### src/uetrc_defines.vh
// Register offsets, field positions, thresholds and bus responses for the endpoint control block
`ifndef UETRC_DEFINES_VH
`define UETRC_DEFINES_VH
// Register byte addresses
`define UETRC_EPC_TX_ADDR    8'h00
`define UETRC_TXD_ADDR       8'h04
`define UETRC_TXS_ADDR       8'h08
`define UETRC_TXC_ADDR       8'h0C
`define UETRC_EPC_RX_ADDR    8'h10
`define UETRC_RXS_ADDR       8'h18
`define UETRC_RXC_ADDR       8'h1C
// Transmit command fields
`define UETRC_TXC_ARM        0
`define UETRC_TXC_LAST       1
`define UETRC_TXC_TOGGLE     2
`define UETRC_TXC_FLUSH      3
`define UETRC_TXC_REFILL     4
`define UETRC_TXC_WARN_LO    5
`define UETRC_TXC_BYPASS     7
// Endpoint control fields
`define UETRC_EPC_ISO        5
`define UETRC_EPC_STALL      7
// Receive command fields
`define UETRC_RXC_ARM        0
`define UETRC_RXC_IGNSETUP   2
`define UETRC_RXC_FLUSH      3
// Warning thresholds
`define UETRC_WARN_L1        7'h04
`define UETRC_WARN_L2        7'h08
`define UETRC_WARN_L3        7'h10
// FIFO geometry
`define UETRC_FIFO_DEPTH     64
`define UETRC_RX_CNT_SAT     7'h0F
`define UETRC_TX_FREE_SAT    7'h1F
// AXI responses
`define UETRC_RESP_OKAY      2'h0
`define UETRC_RESP_SLVERR    2'h2
`endif

### src/uetrc_endpoint.v
// Transmit and receive endpoint command and status logic with AXI4-Lite registers
`timescale 1ns/10ps
`include "uetrc_defines.vh"

// What this block does
// Non-iso ack flag follows host ACK
// Iso ack only on match or bypass; else flush
// Transmit status read clears ack, underrun
// Empty FIFO mid-packet sets underrun, stuff error
// Software arms transmit; hardware disarms after packet
// Packet-end bit; empty FIFO means zero-length
// Clear packet-end after payload, CRC, EOP
// Toggle picks DATA0/DATA1, never changed
// Iso sends only on frame match unless bypassed, DATA0
// Missed iso frame flushes at next SOF
// Flush empties FIFO, deferred, self-clears
// Packet-end saves pointer; refill restores it
// Warn level selects 4, 8, 16 threshold
// Warning only while transmit armed
// Frame lock bypass sends on next IN
// Data port takes payload only
// Two receive status copies, zero-length SETUP second
// Receive count saturates at 15
// Receive complete on ACK or iso EOP
// Receive toggle reports PID or frame bit
// Software flushes FIFO on media error
// Disarm receive after packet or STALL
// Back-to-back SETUP discarded yet ACKed
// Iso endpoint never sends NAK
module uetrc_endpoint (
  // Clock and reset
  input  wire        clk,
  input  wire        rst,
  // AXI4-Lite slave
  input  wire [7:0]  s_axi_awaddr,
  input  wire        s_axi_awvalid,
  output wire        s_axi_awready,
  input  wire [31:0] s_axi_wdata,
  input  wire [3:0]  s_axi_wstrb,
  input  wire        s_axi_wvalid,
  output wire        s_axi_wready,
  output reg  [1:0]  s_axi_bresp,
  output reg         s_axi_bvalid,
  input  wire        s_axi_bready,
  input  wire [7:0]  s_axi_araddr,
  input  wire        s_axi_arvalid,
  output wire        s_axi_arready,
  output reg  [31:0] s_axi_rdata,
  output reg  [1:0]  s_axi_rresp,
  output reg         s_axi_rvalid,
  input  wire        s_axi_rready,
  // Transmit side link events from the serial engine
  input  wire        tx_in_token,
  input  wire        tx_pkt_done,
  input  wire        tx_host_ack,
  input  wire        tx_byte_take,
  input  wire        sof_event,
  input  wire        frame_number_lsb,
  output wire        tx_send_ok,
  output wire        tx_send_stall,
  output wire        tx_send_nak,
  output wire        tx_pid_data1,
  output reg  [7:0]  tx_fifo_byte,
  output wire        tx_fifo_empty,
  output wire        tx_force_stuff_err,
  output wire        tx_warn_event,
  // Receive side link events from the serial engine
  input  wire        rx_out_token,
  input  wire        rx_setup_token,
  input  wire        rx_other_token,
  input  wire        rx_byte_valid,
  input  wire [7:0]  rx_byte,
  input  wire        rx_pkt_good,
  input  wire        rx_pkt_eop,
  input  wire        rx_pid_data1,
  input  wire        rx_media_error,
  output wire        rx_send_ack,
  output wire        rx_send_nak,
  output wire        rx_send_stall,
  output wire        rx_active
);

  localparam PW = 6;

  ////////////////////////////////////////////////////////////////////////////
  // Registers
  reg [7:0]    epc_tx_ff;
  reg [7:0]    epc_rx_ff;
  reg [7:0]    txc_ff;
  reg          tx_ack_ff;
  reg          tx_underrun_flag_ff;
  reg          tx_done_ff;
  reg [7:0]    tx_mem_ff [0:`UETRC_FIFO_DEPTH-1];
  reg [PW-1:0] tx_wp_ff;
  reg [PW-1:0] tx_read_pointer_ff;
  reg [PW-1:0] tx_saved_rp_ff;
  reg [PW:0]   tx_cnt_ff;
  reg          tx_busy_ff;
  reg          iso_window_ff;
  reg [PW:0]   rx_cnt_ff;
  reg [2:0]    rxc_ff;
  reg [6:0]    rxs_a_ff;
  reg          rxs_a_v_ff;
  reg [6:0]    rxs_b_ff;
  reg          rxs_b_v_ff;
  reg          rx_err_ff;
  reg          last_setup_ff;
  reg          rx_busy_ff;
  reg          aw_hold_ff;
  reg          w_hold_ff;
  reg [7:0]    aw_addr_ff;
  reg [31:0]   w_data_ff;
  reg          w_lane0_ff;
  integer      i;

  ////////////////////////////////////////////////////////////////////////////
  // AXI4-Lite write and read channel capture
  assign s_axi_awready = ~aw_hold_ff & ~s_axi_bvalid;
  assign s_axi_wready  = ~w_hold_ff & ~s_axi_bvalid;
  assign s_axi_arready = ~s_axi_rvalid;

  wire [7:0] wr_addr = aw_hold_ff ? aw_addr_ff : s_axi_awaddr;
  wire [7:0] wr_data = w_hold_ff ? w_data_ff[7:0] : s_axi_wdata[7:0];
  wire       wr_lane = w_hold_ff ? w_lane0_ff : s_axi_wstrb[0];
  wire       aw_have = aw_hold_ff | (s_axi_awvalid & s_axi_awready);
  wire       w_have  = w_hold_ff | (s_axi_wvalid & s_axi_wready);
  wire       wr_go   = aw_have & w_have & ~s_axi_bvalid;
  wire       wr_en   = wr_go & wr_lane;
  wire       rd_go   = s_axi_arvalid & s_axi_arready;

  wire wr_txd = wr_en && (wr_addr == `UETRC_TXD_ADDR);
  wire wr_txc = wr_en && (wr_addr == `UETRC_TXC_ADDR);
  wire wr_rxc = wr_en && (wr_addr == `UETRC_RXC_ADDR);
  wire rd_txs = rd_go && (s_axi_araddr == `UETRC_TXS_ADDR);
  wire rd_rxs = rd_go && (s_axi_araddr == `UETRC_RXS_ADDR);

  // Address decode for write response
  reg wr_hit;
  always @*
  begin
    if (wr_addr == `UETRC_EPC_TX_ADDR || wr_addr == `UETRC_TXD_ADDR)
      wr_hit = 1'b1;
    else if (wr_addr == `UETRC_TXC_ADDR || wr_addr == `UETRC_EPC_RX_ADDR)
      wr_hit = 1'b1;
    else if (wr_addr == `UETRC_RXC_ADDR || wr_addr == `UETRC_TXS_ADDR)
      wr_hit = 1'b1;
    else if (wr_addr == `UETRC_RXS_ADDR)
      wr_hit = 1'b1;
    else
      wr_hit = 1'b0;
  end

  ////////////////////////////////////////////////////////////////////////////
  // Transmit qualification
  wire tx_iso     = epc_tx_ff[`UETRC_EPC_ISO];
  wire tx_stall   = epc_tx_ff[`UETRC_EPC_STALL];
  wire tx_arm     = txc_ff[`UETRC_TXC_ARM];
  wire tx_last    = txc_ff[`UETRC_TXC_LAST];
  wire tx_toggle  = txc_ff[`UETRC_TXC_TOGGLE];
  wire tx_bypass  = txc_ff[`UETRC_TXC_BYPASS];
  wire [1:0] tx_warn_level = txc_ff[`UETRC_TXC_WARN_LO+1:`UETRC_TXC_WARN_LO];
  wire frame_ok   = ~tx_iso | tx_bypass | (frame_number_lsb == tx_toggle);
  wire tx_ready   = tx_arm & frame_ok;
  wire tx_idle    = ~tx_busy_ff;
  wire tx_iso_win = tx_iso & tx_arm & ~tx_bypass & (frame_number_lsb == tx_toggle);

  assign tx_send_stall = tx_in_token & tx_stall;
  assign tx_send_ok    = tx_in_token & ~tx_stall & tx_ready;
  assign tx_send_nak   = tx_in_token & ~tx_stall & ~tx_ready & ~tx_iso;
  assign tx_pid_data1  = ~tx_iso & tx_toggle;
  assign tx_fifo_empty = (tx_cnt_ff == {(PW+1){1'b0}});
  assign tx_force_stuff_err = tx_busy_ff & tx_byte_take & tx_fifo_empty & ~tx_last;

  // Warning threshold compare
  reg [PW:0] warn_lim;
  always @*
  begin
    case (tx_warn_level)
      2'h1: warn_lim = `UETRC_WARN_L1;
      2'h2: warn_lim = `UETRC_WARN_L2;
      2'h3: warn_lim = `UETRC_WARN_L3;
      default: warn_lim = 7'h00;
    endcase
  end
  assign tx_warn_event = tx_arm & (tx_warn_level != 2'h0) & (tx_cnt_ff <= warn_lim);

  ////////////////////////////////////////////////////////////////////////////
  // Transmit FIFO and command state
  wire tx_push = wr_txd & (tx_cnt_ff != `UETRC_FIFO_DEPTH);
  wire tx_pop  = tx_busy_ff & tx_byte_take & ~tx_fifo_empty;
  wire iso_miss = sof_event & iso_window_ff & ~tx_busy_ff;
  wire do_flush = txc_ff[`UETRC_TXC_FLUSH] & tx_idle;
  wire do_refill = txc_ff[`UETRC_TXC_REFILL] & tx_idle;

  always @(posedge clk)
  begin
    if (rst)
    begin
      txc_ff <= 8'h00;
      tx_ack_ff <= 1'b0;
      tx_underrun_flag_ff <= 1'b0;
      tx_done_ff <= 1'b0;
      tx_wp_ff <= {PW{1'b0}};
      tx_read_pointer_ff <= {PW{1'b0}};
      tx_saved_rp_ff <= {PW{1'b0}};
      tx_cnt_ff <= {(PW+1){1'b0}};
      tx_busy_ff <= 1'b0;
      iso_window_ff <= 1'b0;
      tx_fifo_byte <= 8'h00;
    end
    else
    begin
      // Status read clears, hardware set wins below
      if (rd_txs)
      begin
        tx_ack_ff <= 1'b0;
        tx_underrun_flag_ff <= 1'b0;
        tx_done_ff <= 1'b0;
      end
      if (wr_txc)
      begin
        txc_ff <= wr_data;
        if (wr_data[`UETRC_TXC_LAST] & ~tx_last)
          tx_saved_rp_ff <= tx_read_pointer_ff;
      end
      iso_window_ff <= sof_event ? 1'b0 : (iso_window_ff | tx_iso_win);
      if (tx_send_ok)
        tx_busy_ff <= 1'b1;
      if (tx_force_stuff_err)
        tx_underrun_flag_ff <= 1'b1;
      if (tx_push)
      begin
        tx_wp_ff <= tx_wp_ff + 6'h01;
      end
      if (tx_pop)
      begin
        tx_fifo_byte <= tx_mem_ff[tx_read_pointer_ff];
        tx_read_pointer_ff <= tx_read_pointer_ff + 6'h01;
      end
      if (tx_push & ~tx_pop)
        tx_cnt_ff <= tx_cnt_ff + 7'h01;
      else if (tx_pop & ~tx_push)
        tx_cnt_ff <= tx_cnt_ff - 7'h01;
      // End of a packet or stall answer
      if (tx_busy_ff & tx_pkt_done)
      begin
        tx_busy_ff <= 1'b0;
        tx_done_ff <= 1'b1;
        txc_ff[`UETRC_TXC_ARM] <= 1'b0;
        txc_ff[`UETRC_TXC_LAST] <= 1'b0;
        tx_ack_ff <= tx_iso ? 1'b1 : tx_host_ack;
      end
      else if (tx_send_stall)
      begin
        tx_done_ff <= 1'b1;
        txc_ff[`UETRC_TXC_ARM] <= 1'b0;
      end
      // Missed iso frame: discard
      if (iso_miss)
      begin
        tx_ack_ff <= 1'b0;
        tx_done_ff <= 1'b1;
        tx_wp_ff <= {PW{1'b0}};
        tx_read_pointer_ff <= {PW{1'b0}};
        tx_cnt_ff <= {(PW+1){1'b0}};
      end
      // Deferred flush and refill
      if (do_flush)
      begin
        tx_wp_ff <= {PW{1'b0}};
        tx_read_pointer_ff <= {PW{1'b0}};
        tx_cnt_ff <= {(PW+1){1'b0}};
        txc_ff[`UETRC_TXC_FLUSH] <= 1'b0;
        txc_ff[`UETRC_TXC_ARM] <= 1'b0;
        txc_ff[`UETRC_TXC_LAST] <= 1'b0;
      end
      else if (do_refill)
      begin
        tx_read_pointer_ff <= tx_saved_rp_ff;
        tx_cnt_ff <= {1'b0, tx_wp_ff - tx_saved_rp_ff};
        txc_ff[`UETRC_TXC_REFILL] <= 1'b0;
      end
    end
  end

  // FIFO storage
  always @(posedge clk)
  begin
    if (rst)
    begin
      for (i = 0; i < `UETRC_FIFO_DEPTH; i = i + 1)
        tx_mem_ff[i] <= 8'h00;
    end
    else if (tx_push)
      tx_mem_ff[tx_wp_ff] <= wr_data;
  end

  ////////////////////////////////////////////////////////////////////////////
  // Receive side
  wire rx_iso   = epc_rx_ff[`UETRC_EPC_ISO];
  wire rx_stall = epc_rx_ff[`UETRC_EPC_STALL];
  wire rx_arm   = rxc_ff[`UETRC_RXC_ARM];
  wire rx_full  = (rx_cnt_ff == `UETRC_FIFO_DEPTH);
  wire setup_ok = rx_setup_token & ~rxc_ff[`UETRC_RXC_IGNSETUP];
  wire setup_dup = setup_ok & last_setup_ff;
  wire setup_take = setup_ok & ~last_setup_ff & ~rxs_b_v_ff;
  wire out_stall = rx_out_token & rx_stall;
  wire out_take = rx_out_token & ~rx_stall & rx_arm & ~rx_full;
  wire rx_end = rx_busy_ff & (rx_pkt_good | rx_pkt_eop);
  wire rx_zero = (rx_cnt_ff == {(PW+1){1'b0}});
  wire rx_flush = rxc_ff[`UETRC_RXC_FLUSH] & ~rx_busy_ff;

  assign rx_send_stall = out_stall;
  assign rx_send_ack   = (out_take & ~rx_iso) | setup_take | setup_dup;
  assign rx_send_nak   = rx_out_token & ~rx_stall & ~out_take & ~rx_iso;
  assign rx_active     = rx_busy_ff;

  wire [3:0] rx_byte_count = (rx_cnt_ff > `UETRC_RX_CNT_SAT) ? 4'hF : rx_cnt_ff[3:0];
  wire       rx_tog_now = rx_iso ? frame_number_lsb : rx_pid_data1;
  wire [6:0] rx_new_st = {rx_setup_token, rx_tog_now, 1'b1, 4'h0};

  always @(posedge clk)
  begin
    if (rst)
    begin
      rxc_ff <= 3'h0;
      rxs_a_ff <= 7'h00;
      rxs_a_v_ff <= 1'b0;
      rxs_b_ff <= 7'h00;
      rxs_b_v_ff <= 1'b0;
      rx_err_ff <= 1'b0;
      last_setup_ff <= 1'b0;
      rx_busy_ff <= 1'b0;
      rx_cnt_ff <= {(PW+1){1'b0}};
    end
    else
    begin
      if (wr_rxc)
        rxc_ff <= {wr_data[`UETRC_RXC_FLUSH], wr_data[`UETRC_RXC_IGNSETUP], wr_data[0]};
      // Read pops first copy, second moves up
      if (rd_rxs)
      begin
        rxs_a_ff <= rxs_b_ff;
        rxs_a_v_ff <= rxs_b_v_ff;
        rxs_b_v_ff <= 1'b0;
        rxs_b_ff <= 7'h00;
        rx_err_ff <= 1'b0;
      end
      if (rx_setup_token | rx_out_token | rx_other_token)
        last_setup_ff <= setup_ok;
      if (out_take | setup_take)
        rx_busy_ff <= 1'b1;
      if (rx_busy_ff & rx_byte_valid & ~rx_full)
        rx_cnt_ff <= rx_cnt_ff + 7'h01;
      if (rx_busy_ff & rx_media_error)
        rx_err_ff <= 1'b1;
      if (out_stall)
        rxc_ff[0] <= 1'b0;
      if (rx_end)
      begin
        rx_busy_ff <= 1'b0;
        rxc_ff[0] <= 1'b0;
        // Complete on good non-iso, or iso end of packet
        if (rx_iso | rx_pkt_good)
        begin
          if ((rxs_a_v_ff & ~rd_rxs) | (rx_zero & rx_setup_token))
          begin
            rxs_b_ff <= rx_new_st;
            rxs_b_v_ff <= 1'b1;
          end
          else
          begin
            rxs_a_ff <= rx_new_st;
            rxs_a_v_ff <= 1'b1;
          end
        end
      end
      if (rx_flush)
      begin
        rx_cnt_ff <= {(PW+1){1'b0}};
        rxc_ff[2] <= 1'b0;
      end
    end
  end

  ////////////////////////////////////////////////////////////////////////////
  // Endpoint control and AXI response
  reg [7:0] rd_mux;
  reg       rd_hit;
  wire [6:0] tx_free_raw = 7'h40 - tx_cnt_ff;
  wire [4:0] tx_free = (`UETRC_FIFO_DEPTH - tx_cnt_ff > `UETRC_TX_FREE_SAT) ? 5'h1F
                       : tx_free_raw[4:0];

  always @*
  begin
    rd_hit = 1'b1;
    if (s_axi_araddr == `UETRC_EPC_TX_ADDR)
      rd_mux = epc_tx_ff;
    else if (s_axi_araddr == `UETRC_TXS_ADDR)
      rd_mux = {tx_underrun_flag_ff, tx_ack_ff, tx_done_ff, tx_free};
    else if (s_axi_araddr == `UETRC_TXC_ADDR)
      rd_mux = txc_ff;
    else if (s_axi_araddr == `UETRC_EPC_RX_ADDR)
      rd_mux = epc_rx_ff;
    else if (s_axi_araddr == `UETRC_RXS_ADDR)
      rd_mux = {rx_err_ff, rxs_a_ff[6:4], rx_byte_count};
    else if (s_axi_araddr == `UETRC_RXC_ADDR)
      rd_mux = {4'h0, rxc_ff[2], rxc_ff[1], 1'b0, rxc_ff[0]};
    else
    begin
      rd_mux = 8'h00;
      rd_hit = s_axi_araddr == `UETRC_TXD_ADDR;
    end
  end

  always @(posedge clk)
  begin
    if (rst)
    begin
      epc_tx_ff <= 8'h00;
      epc_rx_ff <= 8'h00;
      aw_hold_ff <= 1'b0;
      w_hold_ff <= 1'b0;
      aw_addr_ff <= 8'h00;
      w_data_ff <= 32'h00000000;
      w_lane0_ff <= 1'b0;
      s_axi_bvalid <= 1'b0;
      s_axi_bresp <= 2'h0;
      s_axi_rvalid <= 1'b0;
      s_axi_rresp <= 2'h0;
      s_axi_rdata <= 32'h00000000;
    end
    else
    begin
      if (s_axi_awvalid & s_axi_awready & ~wr_go)
      begin
        aw_hold_ff <= 1'b1;
        aw_addr_ff <= s_axi_awaddr;
      end
      if (s_axi_wvalid & s_axi_wready & ~wr_go)
      begin
        w_hold_ff <= 1'b1;
        w_data_ff <= s_axi_wdata;
        w_lane0_ff <= s_axi_wstrb[0];
      end
      if (wr_go)
      begin
        aw_hold_ff <= 1'b0;
        w_hold_ff <= 1'b0;
        s_axi_bvalid <= 1'b1;
        s_axi_bresp <= wr_hit ? `UETRC_RESP_OKAY : `UETRC_RESP_SLVERR;
        if (wr_en && wr_addr == `UETRC_EPC_TX_ADDR)
          epc_tx_ff <= wr_data & 8'hBF;
        if (wr_en && wr_addr == `UETRC_EPC_RX_ADDR)
          epc_rx_ff <= wr_data & 8'hBF;
      end
      else if (s_axi_bvalid & s_axi_bready)
        s_axi_bvalid <= 1'b0;
      if (rd_go)
      begin
        s_axi_rvalid <= 1'b1;
        s_axi_rdata <= {24'h000000, rd_mux};
        s_axi_rresp <= rd_hit ? `UETRC_RESP_OKAY : `UETRC_RESP_SLVERR;
      end
      else if (s_axi_rvalid & s_axi_rready)
        s_axi_rvalid <= 1'b0;
    end
  end

endmodule // uetrc_endpoint

### config.mk
export PLATFORM = sky130hd
export DESIGN_NAME = uetrc_endpoint
export DESIGN_NICKNAME = d
export VERILOG_FILES = /design/src/uetrc_endpoint.v
export VERILOG_INCLUDE_DIRS = /design/src
export SDC_FILE = /design/constraint.sdc
export NUM_CORES = 1
export LEC_CHECK = 0
export BUFFER_PORTS_ARGS = -buffer_cell sky130_fd_sc_hd__buf_4
export CAP_MARGIN = 20
export CORE_MARGIN = 2
export CORE_UTILIZATION = 44
export DETAILED_ROUTE_END_ITERATION = 6
export GPL_TIMING_DRIVEN = 1
export MAX_ROUTING_LAYER = met4
export PLACE_DENSITY_LB_ADDON = 0.15
export RECOVER_POWER = 50
export SLEW_MARGIN = 5
export SYNTH_ARGS = -nofsm -noshare
export SYNTH_HDL_FRONTEND = slang
export SYNTH_SLANG_ARGS = --single-unit
### constraint.sdc
create_clock -name clk -period 4.6 [get_ports clk]
set_clock_uncertainty 0.2 [all_clocks]
set_input_delay 0.46 -clock clk [delete_from_list [all_inputs] [get_ports clk]]
set_output_delay 0.46 -clock clk [all_outputs]
set_load 0.01 [all_outputs]
Yosys cells after proc, flatten, opt, wreduce, memory -nomap -nowiden:

Memories as Yosys holds them, arrays and structs flattened. A register that Yosys moved wholly into a read port is not among the register bits.
Cells that the tools add are included.

* $add $sub $neg: 8
* $lt $le $gt $ge: 3
* equal/unequal tests: 18
* muxes and demuxes: 72
* bitwise logic cells: 89
* reduce and logical (&&, ||, !) cells: 39

Operators by type and width (number)
* two-way mux 7 bit: 10
* two-way mux 8 bit: 8
* AND 1 bit: 54
* equality test 8 x 5 -> 1 bit (second input constant): 6
* two-way mux 1 bit: 41
* two-way mux 6 bit: 6
* equality test 8 x 4 -> 1 bit (second input constant): 4
* > comparator 32 x 5 -> 1 bit (second input constant): 1
* NOT 1 bit: 22
* equality test 8 x 3 -> 1 bit (second input constant): 2
* zero test 8 bit: 2
* case mux 5 bit (3 select lines): 1
* adder 7 x 1 -> 7 bit (second input constant): 2
* zero test 7 bit: 2
* nonzero test 2 bit: 7
* OR 1 bit: 13
* adder 6 x 1 -> 6 bit (second input constant): 2
* OR reduction 2 bit: 6
* two-way mux 5 bit: 2
* OR reduction 3 bit: 3
* two-way mux 4 bit: 2
* nonzero test 4 bit: 2
* OR reduction 4 bit: 2
* OR reduction 8 bit: 1
* other kinds (16): 28

* register bits after elaboration: 114
* memory bits (writable): 512
* output and inout port bits: 60
* word-level logic and storage cells: 267
* memories: 1

Memories
* tx_mem_ff: depth 64, width 8, rd ports 1, clocked after Yosys merged registers in 1, wr ports 64, RTL line uetrc_endpoint.v:93 `` reg [7:0] tx_mem_ff [0:`UETRC_FIFO_DEPTH-1]; ``

Depth between registers and ports, before layout:

Gate-level depths: netlist of run 1.

* word-level depth: 15
* gate-level depth with buffers: 16
* depth with buffers taken out: 16

Least setup slack after synthesis of run 1:

OpenSTA, ideal clock, no wires.

* kind: register to register
* start point: reg s_axi_bvalid
* end point: reg tx_cnt_ff[6]
* arrival: 3418 ps
* path slack: 924 ps
* stages on the path, launching flop included: 14
* buffers on the path: 2
* period minus slack after synthesis: 3676 ps
* cell sequence: dfxtp_1 -> clkbuf_1 -> or4_1 -> buf_2 -> nor4_4 -> ha_1 -> inv_1 -> ha_1 -> nor2b_1 -> o21a_1 -> o21ai_0 -> a2111o_1 -> a311o_1 -> nand2_1

* word-level cells in the longest chain between the ends: 12
* elaborated cells between the ends (all ways): 17
* those cells by class: mux: 1; bitwise: 14; reduce/logical: 2

Ends and longest elaborated chain
* from (decl): RTL line uetrc_endpoint.v:43 `output reg s_axi_bvalid,`
* from (signal assigned): RTL line uetrc_endpoint.v:427 `s_axi_bvalid <= 1'b0;`
* from (signal assigned): RTL line uetrc_endpoint.v:450 `s_axi_bvalid <= 1'b1;`
* from (signal assigned): RTL line uetrc_endpoint.v:458 `s_axi_bvalid <= 1'b0;`
* NOT 1 bit *: RTL line uetrc_endpoint.v:118, uetrc_endpoint.v:119, uetrc_endpoint.v:127
* AND 1 bit (on tied branches): RTL line uetrc_endpoint.v:118, uetrc_endpoint.v:119
* AND 1 bit (on tied branches): RTL line uetrc_endpoint.v:125, uetrc_endpoint.v:126
* OR 1 bit (on tied branches): RTL line uetrc_endpoint.v:125, uetrc_endpoint.v:126
* AND 1 bit: RTL line uetrc_endpoint.v:127 `wire wr_go = aw_have & w_have & ~s_axi_bvalid;`
* AND 1 bit *: RTL line uetrc_endpoint.v:127
* AND 1 bit *: RTL line uetrc_endpoint.v:128 `wire wr_en = wr_go & wr_lane;`
* logical AND 1 bit *: RTL line uetrc_endpoint.v:131 `` wire wr_txd = wr_en && (wr_addr == `UETRC_TXD_ADDR); ``
* AND 1 bit *: RTL line uetrc_endpoint.v:189 `` wire tx_push = wr_txd & (tx_cnt_ff != `UETRC_FIFO_DEPTH); ``
* net tx_push: RTL line uetrc_endpoint.v:189
* NOT 1 bit: RTL line uetrc_endpoint.v:242 `else if (tx_pop & ~tx_push)`
* AND 1 bit: RTL line uetrc_endpoint.v:242
* nonzero test 2 bit (no source line)
* to (signal assigned): RTL line uetrc_endpoint.v:206 `tx_cnt_ff <= {(PW+1){1'b0}};`
* to (signal assigned): RTL line uetrc_endpoint.v:241 `tx_cnt_ff <= tx_cnt_ff + 7'h01;`
* to (signal assigned): RTL line uetrc_endpoint.v:243 `tx_cnt_ff <= tx_cnt_ff - 7'h01;`
* to (decl): RTL line uetrc_endpoint.v:97 `reg [PW:0] tx_cnt_ff;`

Mark *: on every way through the listed nets, which the timed path passes. The rest lies on a longest branch.
A chain may end at the register's enable or synchronous reset.

==> results of run 1 <==
## per-stage QoR
step	std cells	total power [mW]	setup WS [ns]
after floorplan	2481	6.983	0.9240
after global placement	3268	7.273	0.2237
after detailed placement	3268	7.297	0.1498
after CTS	3423	12.57	0.1445
after global routing	3423	12.85	0.04288
final	3423	12.46	0.3312
## placed cells by master, fill, tap and decap left out, types with 64 or more instances in the layout
cell type / netlist / routed
a21oi_1: 69 / 69
a22oi_1: 67 / 67
buf_4: 26 / 76
clkbuf_1: 139 / 65
clkbuf_16: 0 / 70
dfxtp_1: 112 / 110
edfxtp_1: 512 / 512
inv_1: 65 / 65
mux2i_1: 176 / 168
mux4_2: 64 / 64
nand2_1: 83 / 98
nand2b_1: 69 / 69
nor2_1: 632 / 630
## what timing repair did
action | 4_1_cts | 5_1_grt
gates resized for setup | 0 | 1
hold buffers | 33 | 0
hold endpoints to repair | 30 | 0
setup endpoints to repair | 0 | 4
## power breakdown
part	internal, mW	total, mW	switching [mW]
logic	0.236	0.760	0.524
registers	6.34	6.42	0.0866
clock network	3.03	5.27	2.25
## final cells by class
| type | count | area, um^2 | area share (%) |
|---|---|---|---|
| flip-flops and latches | 624 | 17620 | 54.24 |
| multi-input cells | 1593 | 10250 | 31.54 |
| clock buffers | 86 | 1812 | 5.576 |
| repair buffers | 164 | 1196 | 3.681 |
| well taps | 855 | 1070 | 3.293 |
| clock inverters | 36 | 296.5 | 0.9127 |
| inverters | 65 | 244.0 | 0.7509 |
## worst max-delay path, delay by kind of cell
| family | cells | cell delay (ns) |
|---|---|---|
| and+or+nand+nor | 3 | 1.44 |
| buffers and inverters | 2 | 2.37 |
## cells by family after synthesis
kind of cell               after synthesis  share of synthesized area (%)
AOI/OAI and AO/OA                      273                          6.252
xor gates and xnor gates                21                         0.6364
adders and majority gates               21                         0.9611
buffers and inverters                  264                          3.918
DFF                                    624                          60.96
muxes                                  248                          11.39
other                                    1                        0.01298
and+or+nand+nor                       1004                          15.87
## path summary, 6_finish.rpt
check | from | end | slack (ns) | depth (start not counted)
max reg2reg | aw_hold_ff | tx_mem_ff[49][1] | 0.34 | 7
min reg2reg | s_axi_rdata[6] | s_axi_rdata[6] | 0.26 | 2
max | rst | tx_mem_ff[23][4] | 0.33 | 5
min | s_axi_araddr[2] | s_axi_rresp[1] | 0.05 | 3
## flip-flops by register name, summed over array words and instances, names as in the netlist, 7 cells and up
name	flops
tx_mem_ff	512
aw_addr_ff	8
s_axi_rdata	8
tx_fifo_byte	8
txc_ff	8
w_data_ff	8
epc_rx_ff	7
epc_tx_ff	7
rx_cnt_ff	7
tx_cnt_ff	7
## routing by layer
metal | global-route usage [%] | up-vias | share of wire [%]
met5 | - | - | 0
met4 | 8.556 | 0 | 3.2
met3 | 4.274 | 136 | 6.9
met2 | 37.88 | 681 | 48
met1 | 31.72 | 9755 | 42
li1 | - | 8899 | -
==> results_dict.tcl, run 1 <==
set metrics [dict create \
    dr.pass1.iters 6 \
    criticalPathCategory "input port to register" \
    synth_edf_count 512 \
    post-dp-hpwl_um 51720 \
    hold_viol 0 \
    htreeDepth 3 \
    synth-seq-cells 624 \
    period_share_pct 92.80 \
    hold_class "input port to register" \
    cts_inserted_buffers 68 \
    fin_crit_ns 4.269 \
    synth_commonest_cells "nor2_1, edfxtp_1, mux2i_1" \
    start_util_pct 44.67 \
    slew_headroom_pct -93.36 \
    crit_chain "buf_6, clkbuf_1, nor2b_1, nand2_1, nand2b_1" \
    p_leak_nw 11.01 \
    rsz0062_at_grt "false" \
    tightest_slew_ns 2.900 \
    setup.worst_path.start_class "input port" \
    max_stage_delay_ns 2.08 \
    rows 93 \
    yosysMostFrequentCell "nor2_1" \
    fin_nets 2618 \
    clk_pin_slew_worst_paths_ns 0.06 \
    wire_per_inst_um 22.93 \
    synth_area_mm2 0.02890 \
    required_ns 4.66 \
    ys_warn_count 0 \
    drcViolationCount 0 \
    grt_max_degree 70 \
    cts_sinks 624 \
    synthTopCellsByArea "edfxtp_1, nor2_1, dfxtp_1" \
    portBuffers 79 \
    cts_tree "yes" \
    max_freq_mhz 234.3 \
    ys.flop_type "edfxtp_1" \
    finalSetupTns_ns 0 \
    antenna_found_initial 0 \
    cts.root.buffer_cell "clkbuf_16" \
    antenna_cells 0 \
    arrival_ns 4.33 \
    cp_max_fo 59 \
    grt_pass1_wl_um 118500 \
    grt_pass1_vias 19270 \
    status "finished with violations" \
    num_vias 19470 \
    core_mm2 0.06470 \
    die_h_um 260.3 \
    setup_viol 0 \
    async_flop_share_pct 0 \
    drt_iter0_markers 1656 \
    cap_violations 1 \
    place_congestion 0.8540 \
    viasPerCell 5.688 \
    final_area_mm2 0.03249 \
    antenna_left 0 \
    pwr_density_cell_mw_per_mm2 383.4 \
    track_usage_pct 24.15 \
    grt_overflow 0 \
    syn-instance-count 2456 \
    syn_area_per_cell_um2 11.77 \
    ys_types 71 \
    syn2layout_area_growth_pct 12.43 \
    drive_gt1_share_pct 10.98 \
    ir_drop_uv 391.7 \
    violations "capacitance limit, slew limit" \
    hold-worst-slack_ns 0.04991 \
    wirelength_um 78470 \
    dieArea_mm2 0.06775 \
    slew_viol_final 60 \
    nFillCells 5863 \
    cp_slowest_cell "clkbuf_1" \
    final_util_pct 50.22 \
    cp-end-kind "register" \
    die_w_um 260.3 \
    ys_seq_area_share_pct 60.96 \
    post_cts_buffers 0 \
    clockBufferDepth 3 \
    insertion_delay_ns 0.60 \
    synth_top_area_cell "edfxtp_1" \
    dpl-instance-area_mm2 0.03035 \
    io_pins 141 \
    yosysTopAreaCellShare_pct 53.20 \
]
Power figures use the tool's default switching activity.
==> run 2: changes to the inputs <==
--- a/config.mk
+++ b/config.mk
@@ -12,9 +12,8 @@
 export CORE_UTILIZATION = 44
 export DETAILED_ROUTE_END_ITERATION = 6
 export GPL_TIMING_DRIVEN = 1
-export MAX_ROUTING_LAYER = met4
 export PLACE_DENSITY_LB_ADDON = 0.15
-export RECOVER_POWER = 50
+export RECOVER_POWER = 100
 export SLEW_MARGIN = 5
 export SYNTH_ARGS = -nofsm -noshare
 export SYNTH_HDL_FRONTEND = slang
==> results_dict.tcl, run 2 (synthesized netlist as in run 1, its figures left out) <==
set metrics [dict create \
    status "finished with violations" \
    violations "capacitance limit, slew limit" \
    crit_path_end "tx_mem_ff[23][4]" \
    cts_sinks 624 \
    hold_viol 0 \
    worstHoldStart "s_axi_araddr[2]" \
    cp-end-kind "register" \
    slew_viol_final 60 \
    rsz0062_at_grt "false" \
    numPlacedInstances 3268 \
    final_common_cell "nor2_1" \
    p_leak_nw 11.00 \
    track_usage_pct 23.44 \
    fin_cells 3423 \
    drcViolationCount 0 \
    nFillCells 5869 \
    drive_gt1_share_pct 10.79 \
    cts.root.buffer_cell "clkbuf_16" \
    die_w_um 260.3 \
    r2r-end "tx_mem_ff[49][1]" \
    clk_pin_slew_worst_paths_ns 0.06 \
    clockBufferDepth 3 \
    portBuffers 79 \
    pwr_density_cell_mw_per_mm2 383.5 \
    tightest_slew_ns 2.944 \
    post-dp-hpwl_um 51720 \
    reg2reg_slack_ns 0.30 \
    fin_crit_ns 4.305 \
    hold_class "input port to register" \
    core_mm2 0.06470 \
    place_congestion 0.8410 \
    p_total_mw 12.45 \
    arrival_ns 4.37 \
    htreeDepth 3 \
    io_pins 141 \
    grt_overflow 0 \
    setup_viol 0 \
    final_util_pct 50.20 \
    cap_violations 1 \
    rr_worst_depth 7 \
    num_vias 19390 \
    period_share_pct 93.59 \
    cp-startpoint "rst" \
    dr.pass1.iters 6 \
    start_util_pct 44.67 \
    antenna_cells 0 \
    grt_max_degree 70 \
    largest_register_ffs 512 \
    wire_per_inst_um 22.93 \
    fin_nets 2618 \
    cts_inserted_buffers 68 \
    setup.worst_path.start_class "input port" \
    cts_tree "yes" \
    r2r-start "aw_hold_ff" \
    syn2layout_area_growth_pct 12.38 \
    viasPerCell 5.663 \
    max_freq_mhz 232.3 \
    hold-worst-slack_ns 0.04826 \
    slew_headroom_pct -96.25 \
    grt_pass1_wl_um 118500 \
    die_h_um 260.3 \
    finalSetupTns_ns 0 \
    insertion_delay_ns 0.60 \
    dieArea_mm2 0.06775 \
    antenna_found_initial 0 \
    rows 93 \
    cp_max_fo 59 \
    final_cell_mix "nor2_1, edfxtp_1, mux2i_1, dfxtp_1, nand2_1" \
    top_register "tx_mem_ff" \
    drt_iter0_markers 1722 \
    grt_pass1_vias 19290 \
    required_ns 4.66 \
    antenna_left 0 \
    ir_drop_uv 391.9 \
    wirelength_um 78480 \
    criticalPathCategory "input port to register" \
]
run 2: cell types whose count changed in the layout (fill, tap and decap cells not counted), sizes merged:
cell and change:
clkbuf +1, buf -1
run 2: metrics by stage:
step	instance area [um^2]	setup WS, ns
floorplan	28990	0.9240
global placement	30350	0.2237
detailed placement	30350	0.1498
CTS	32790	0.1445
global route	32480	0.05423
finish	32480	0.2948
run 2: final cells by class:
class | count | area, um^2 | share of cell area, %
clock buffer | 86 | 1812 | 5.578
clock inverter | 36 | 296.5 | 0.9130
inverter | 65 | 244.0 | 0.7512
multi-input combinational | 1593 | 10240 | 31.53
sequential | 624 | 17620 | 54.27
tap | 855 | 1070 | 3.294
timing repair buffer | 164 | 1192 | 3.671
run 2: metal layers:
metal	wire [um]	vias to the layer above	GRT usage, %
met2	37890	673	37.91
met3	5446	131	4.283
li1	-	8900	-
met5	0	-	0
met1	32650	9681	31.75
met4	2487	0	8.492
run 2: what timing repair did:
item | CTS | global route
endpoints found under the setup margin | 0 | 4
resized for setup | 0 | 1
endpoints found under the hold margin | 30 | 0
buffers inserted | 0 | 0
hold buffers | 33 | 0
run 2: worst max-delay path, stage by stage:
cell,delay [ns]
buf_6,0.29
clkbuf_1,2.11
nor2b_1,0.46
nand2_1,0.60
nand2b_1,0.39
run 2: worst min-delay path by stage:
| stage | to | slack (ns) | depth (start not counted) |
|---|---|---|---|
| floorplan | epc_rx_ff[4] | 0.23 | 2 |
| global placement | s_axi_rdata[6] | 0.25 | 2 |
| detailed placement | s_axi_rdata[6] | 0.25 | 2 |
| CTS | s_axi_rresp[1] | 0.02 | 3 |
| global route | s_axi_rresp[1] | 0.07 | 3 |
| finish | s_axi_rresp[1] | 0.05 | 3 |
run 2: power by group:
part,internal [mW],total [mW],switching [mW]
Clock,3.03,5.27,2.25
Sequential,6.34,6.42,0.0860
Combinational,0.236,0.762,0.526
==> run 3: changes to the inputs <==
--- a/config.mk
+++ b/config.mk
@@ -13,7 +13,7 @@
 export DETAILED_ROUTE_END_ITERATION = 6
 export GPL_TIMING_DRIVEN = 1
 export PLACE_DENSITY_LB_ADDON = 0.15
-export RECOVER_POWER = 100
+export RECOVER_POWER = 25
 export SLEW_MARGIN = 5
 export SYNTH_ARGS = -nofsm -noshare
 export SYNTH_HDL_FRONTEND = slang
==> results_dict.tcl, run 3 (synthesized netlist as in run 1, its figures left out) <==
set metrics [dict create \
    hold_viol 0 \
    seqPwrFrac_pct 51.6 \
    power_frac_comb_pct 6.1 \
    crit_chain "buf_6, clkbuf_1, nor2b_1, nand2_1, nand2b_1" \
    clk_pin_slew_worst_paths_ns 0.06 \
    cts_tree "yes" \
    tightest_slew_ns 2.993 \
    wire_per_inst_um 22.93 \
    wirelength_um 78520 \
    fin_nets 2618 \
    antenna_found_initial 0 \
    ir_drop_uv 392.0 \
    cap_violations 1 \
    finalSetupTns_ns 0 \
    swShare_pct 22.93 \
    drt_iter0_markers 1662 \
    die_w_um 260.3 \
    final_common_cell "nor2_1" \
    cts_sinks 624 \
    pwr_density_cell_mw_per_mm2 382.8 \
    arrival_ns 4.42 \
    rsz0062_at_grt "false" \
    core_mm2 0.06470 \
    die_h_um 260.3 \
    max_stage_delay_ns 2.14 \
    io_pins 141 \
    insertion_delay_ns 0.60 \
    grt_overflow 0 \
    largest_register_ffs 512 \
    dieArea_mm2 0.06775 \
    start_util_pct 44.67 \
    syn2layout_area_growth_pct 12.56 \
    grt_pass1_vias 19290 \
    antenna_left 0 \
    wl_met2_um 37940 \
    cp_slowest_cell "clkbuf_1" \
    fin_cells 3424 \
    routed.top_layer "met4" \
    numPlacedInstances 3268 \
    cp-end-kind "register" \
    max_freq_mhz 229.4 \
    setup.worst_path.start_class "input port" \
    slew_viol_final 60 \
    cts.root.buffer_cell "clkbuf_16" \
    grt_pass1_wl_um 118500 \
    p_leak_nw 11.04 \
    clockPowerShare_pct 42.3 \
    p_sw_mw 2.855 \
    period_share_pct 94.78 \
    p_int_mw 9.598 \
    fin_crit_ns 4.360 \
    status "finished with violations" \
    top_register "tx_mem_ff" \
    clockBufferDepth 3 \
    drcViolationCount 0 \
    portBuffers 79 \
    place_congestion 0.8410 \
    met1_length_um 32990 \
    cts_inserted_buffers 68 \
    final_cell_mix "nor2_1, edfxtp_1, mux2i_1, dfxtp_1, nand2_1" \
    met3_length_um 5156 \
    drive_gt1_share_pct 11.37 \
    rows 93 \
    cp_max_fo 59 \
    violations "capacitance limit, slew limit" \
    viasPerCell 5.657 \
    criticalPathCategory "input port to register" \
    final_util_pct 50.28 \
    slew_headroom_pct -99.51 \
    required_ns 4.66 \
    grt_max_degree 70 \
    post-dp-hpwl_um 51720 \
    track_usage_pct 23.44 \
    dr.pass1.iters 6 \
    hold_class "input port to register" \
    htreeDepth 3 \
    num_vias 19370 \
    setup_viol 0 \
]
-- run 3: cell count changes in the layout (fill, tap and decap cells not counted), sizes merged --
cell	previous run	this run
clkbuf	136	131
buf	81	86
diode	0	1
-- run 3: cell type report --
cell class / count / area (um^2)
tap: 855 / 1070
multi-input combinational: 1593 / 10270
inverter: 65 / 244.0
clock buffer: 86 / 1812
sequential: 624 / 17620
timing repair buffer: 164 / 1211
clock inverter: 36 / 296.5
antenna: 1 / 2.502
fill: 5856 / 32170
-- run 3: worst max-delay path: cells and delay by family --
kind	cells	cell delay, ns
buffers and inverters	2	2.43
and+or+nand+nor	3	1.46
-- run 3: path summary, 6_finish.rpt --
kind	cells after the start	endpoint	start	slack (ns)
max reg2reg	7	tx_mem_ff[49][1]	aw_hold_ff	0.28
min reg2reg	2	s_axi_rdata[6]	s_axi_rdata[6]	0.26
max	5	tx_mem_ff[23][4]	rst	0.24
min	3	s_axi_rresp[1]	s_axi_araddr[2]	0.05
-- run 3: repair_timing --
action                                 in CTS  in global routing
resized for setup                           0                  1
setup buffers                               0                  0
setup endpoints to repair                   0                  4
endpoints found under the hold margin      30                  0
hold buffers                               33                  0
-- run 3: power groups by stage --
| stage | Clock, mW | Combinational, mW | Sequential, mW |
|---|---|---|---|
| floorplan | 0 | 0.479 | 6.50 |
| global placement | 0 | 0.743 | 6.53 |
| detailed placement | 0 | 0.756 | 6.54 |
| CTS | 5.37 | 0.781 | 6.42 |
| global route | 5.59 | 0.819 | 6.44 |
| finish | 5.27 | 0.760 | 6.42 |
-- run 3: through the flow --
stage / power [mW] / area [um^2] / hold WS (ns) / setup slack, ns
after floorplan: 6.983 / 28990 / 0.2338 / 0.9240
after global placement: 7.273 / 30350 / 0.2497 / 0.2237
after detailed placement: 7.297 / 30350 / 0.2497 / 0.1498
after CTS: 12.57 / 32790 / 0.01598 / 0.1445
after global routing: 12.85 / 32530 / 0.06606 / 0.05423
final: 12.45 / 32530 / 0.04900 / 0.2400
-- run 3: routing by layer --
layer	global-route usage (%)	vias to the layer above
li1	-	8904
met1	31.75	9689
met2	37.91	656
met3	4.283	120
met4	8.492	0
met5	0	-
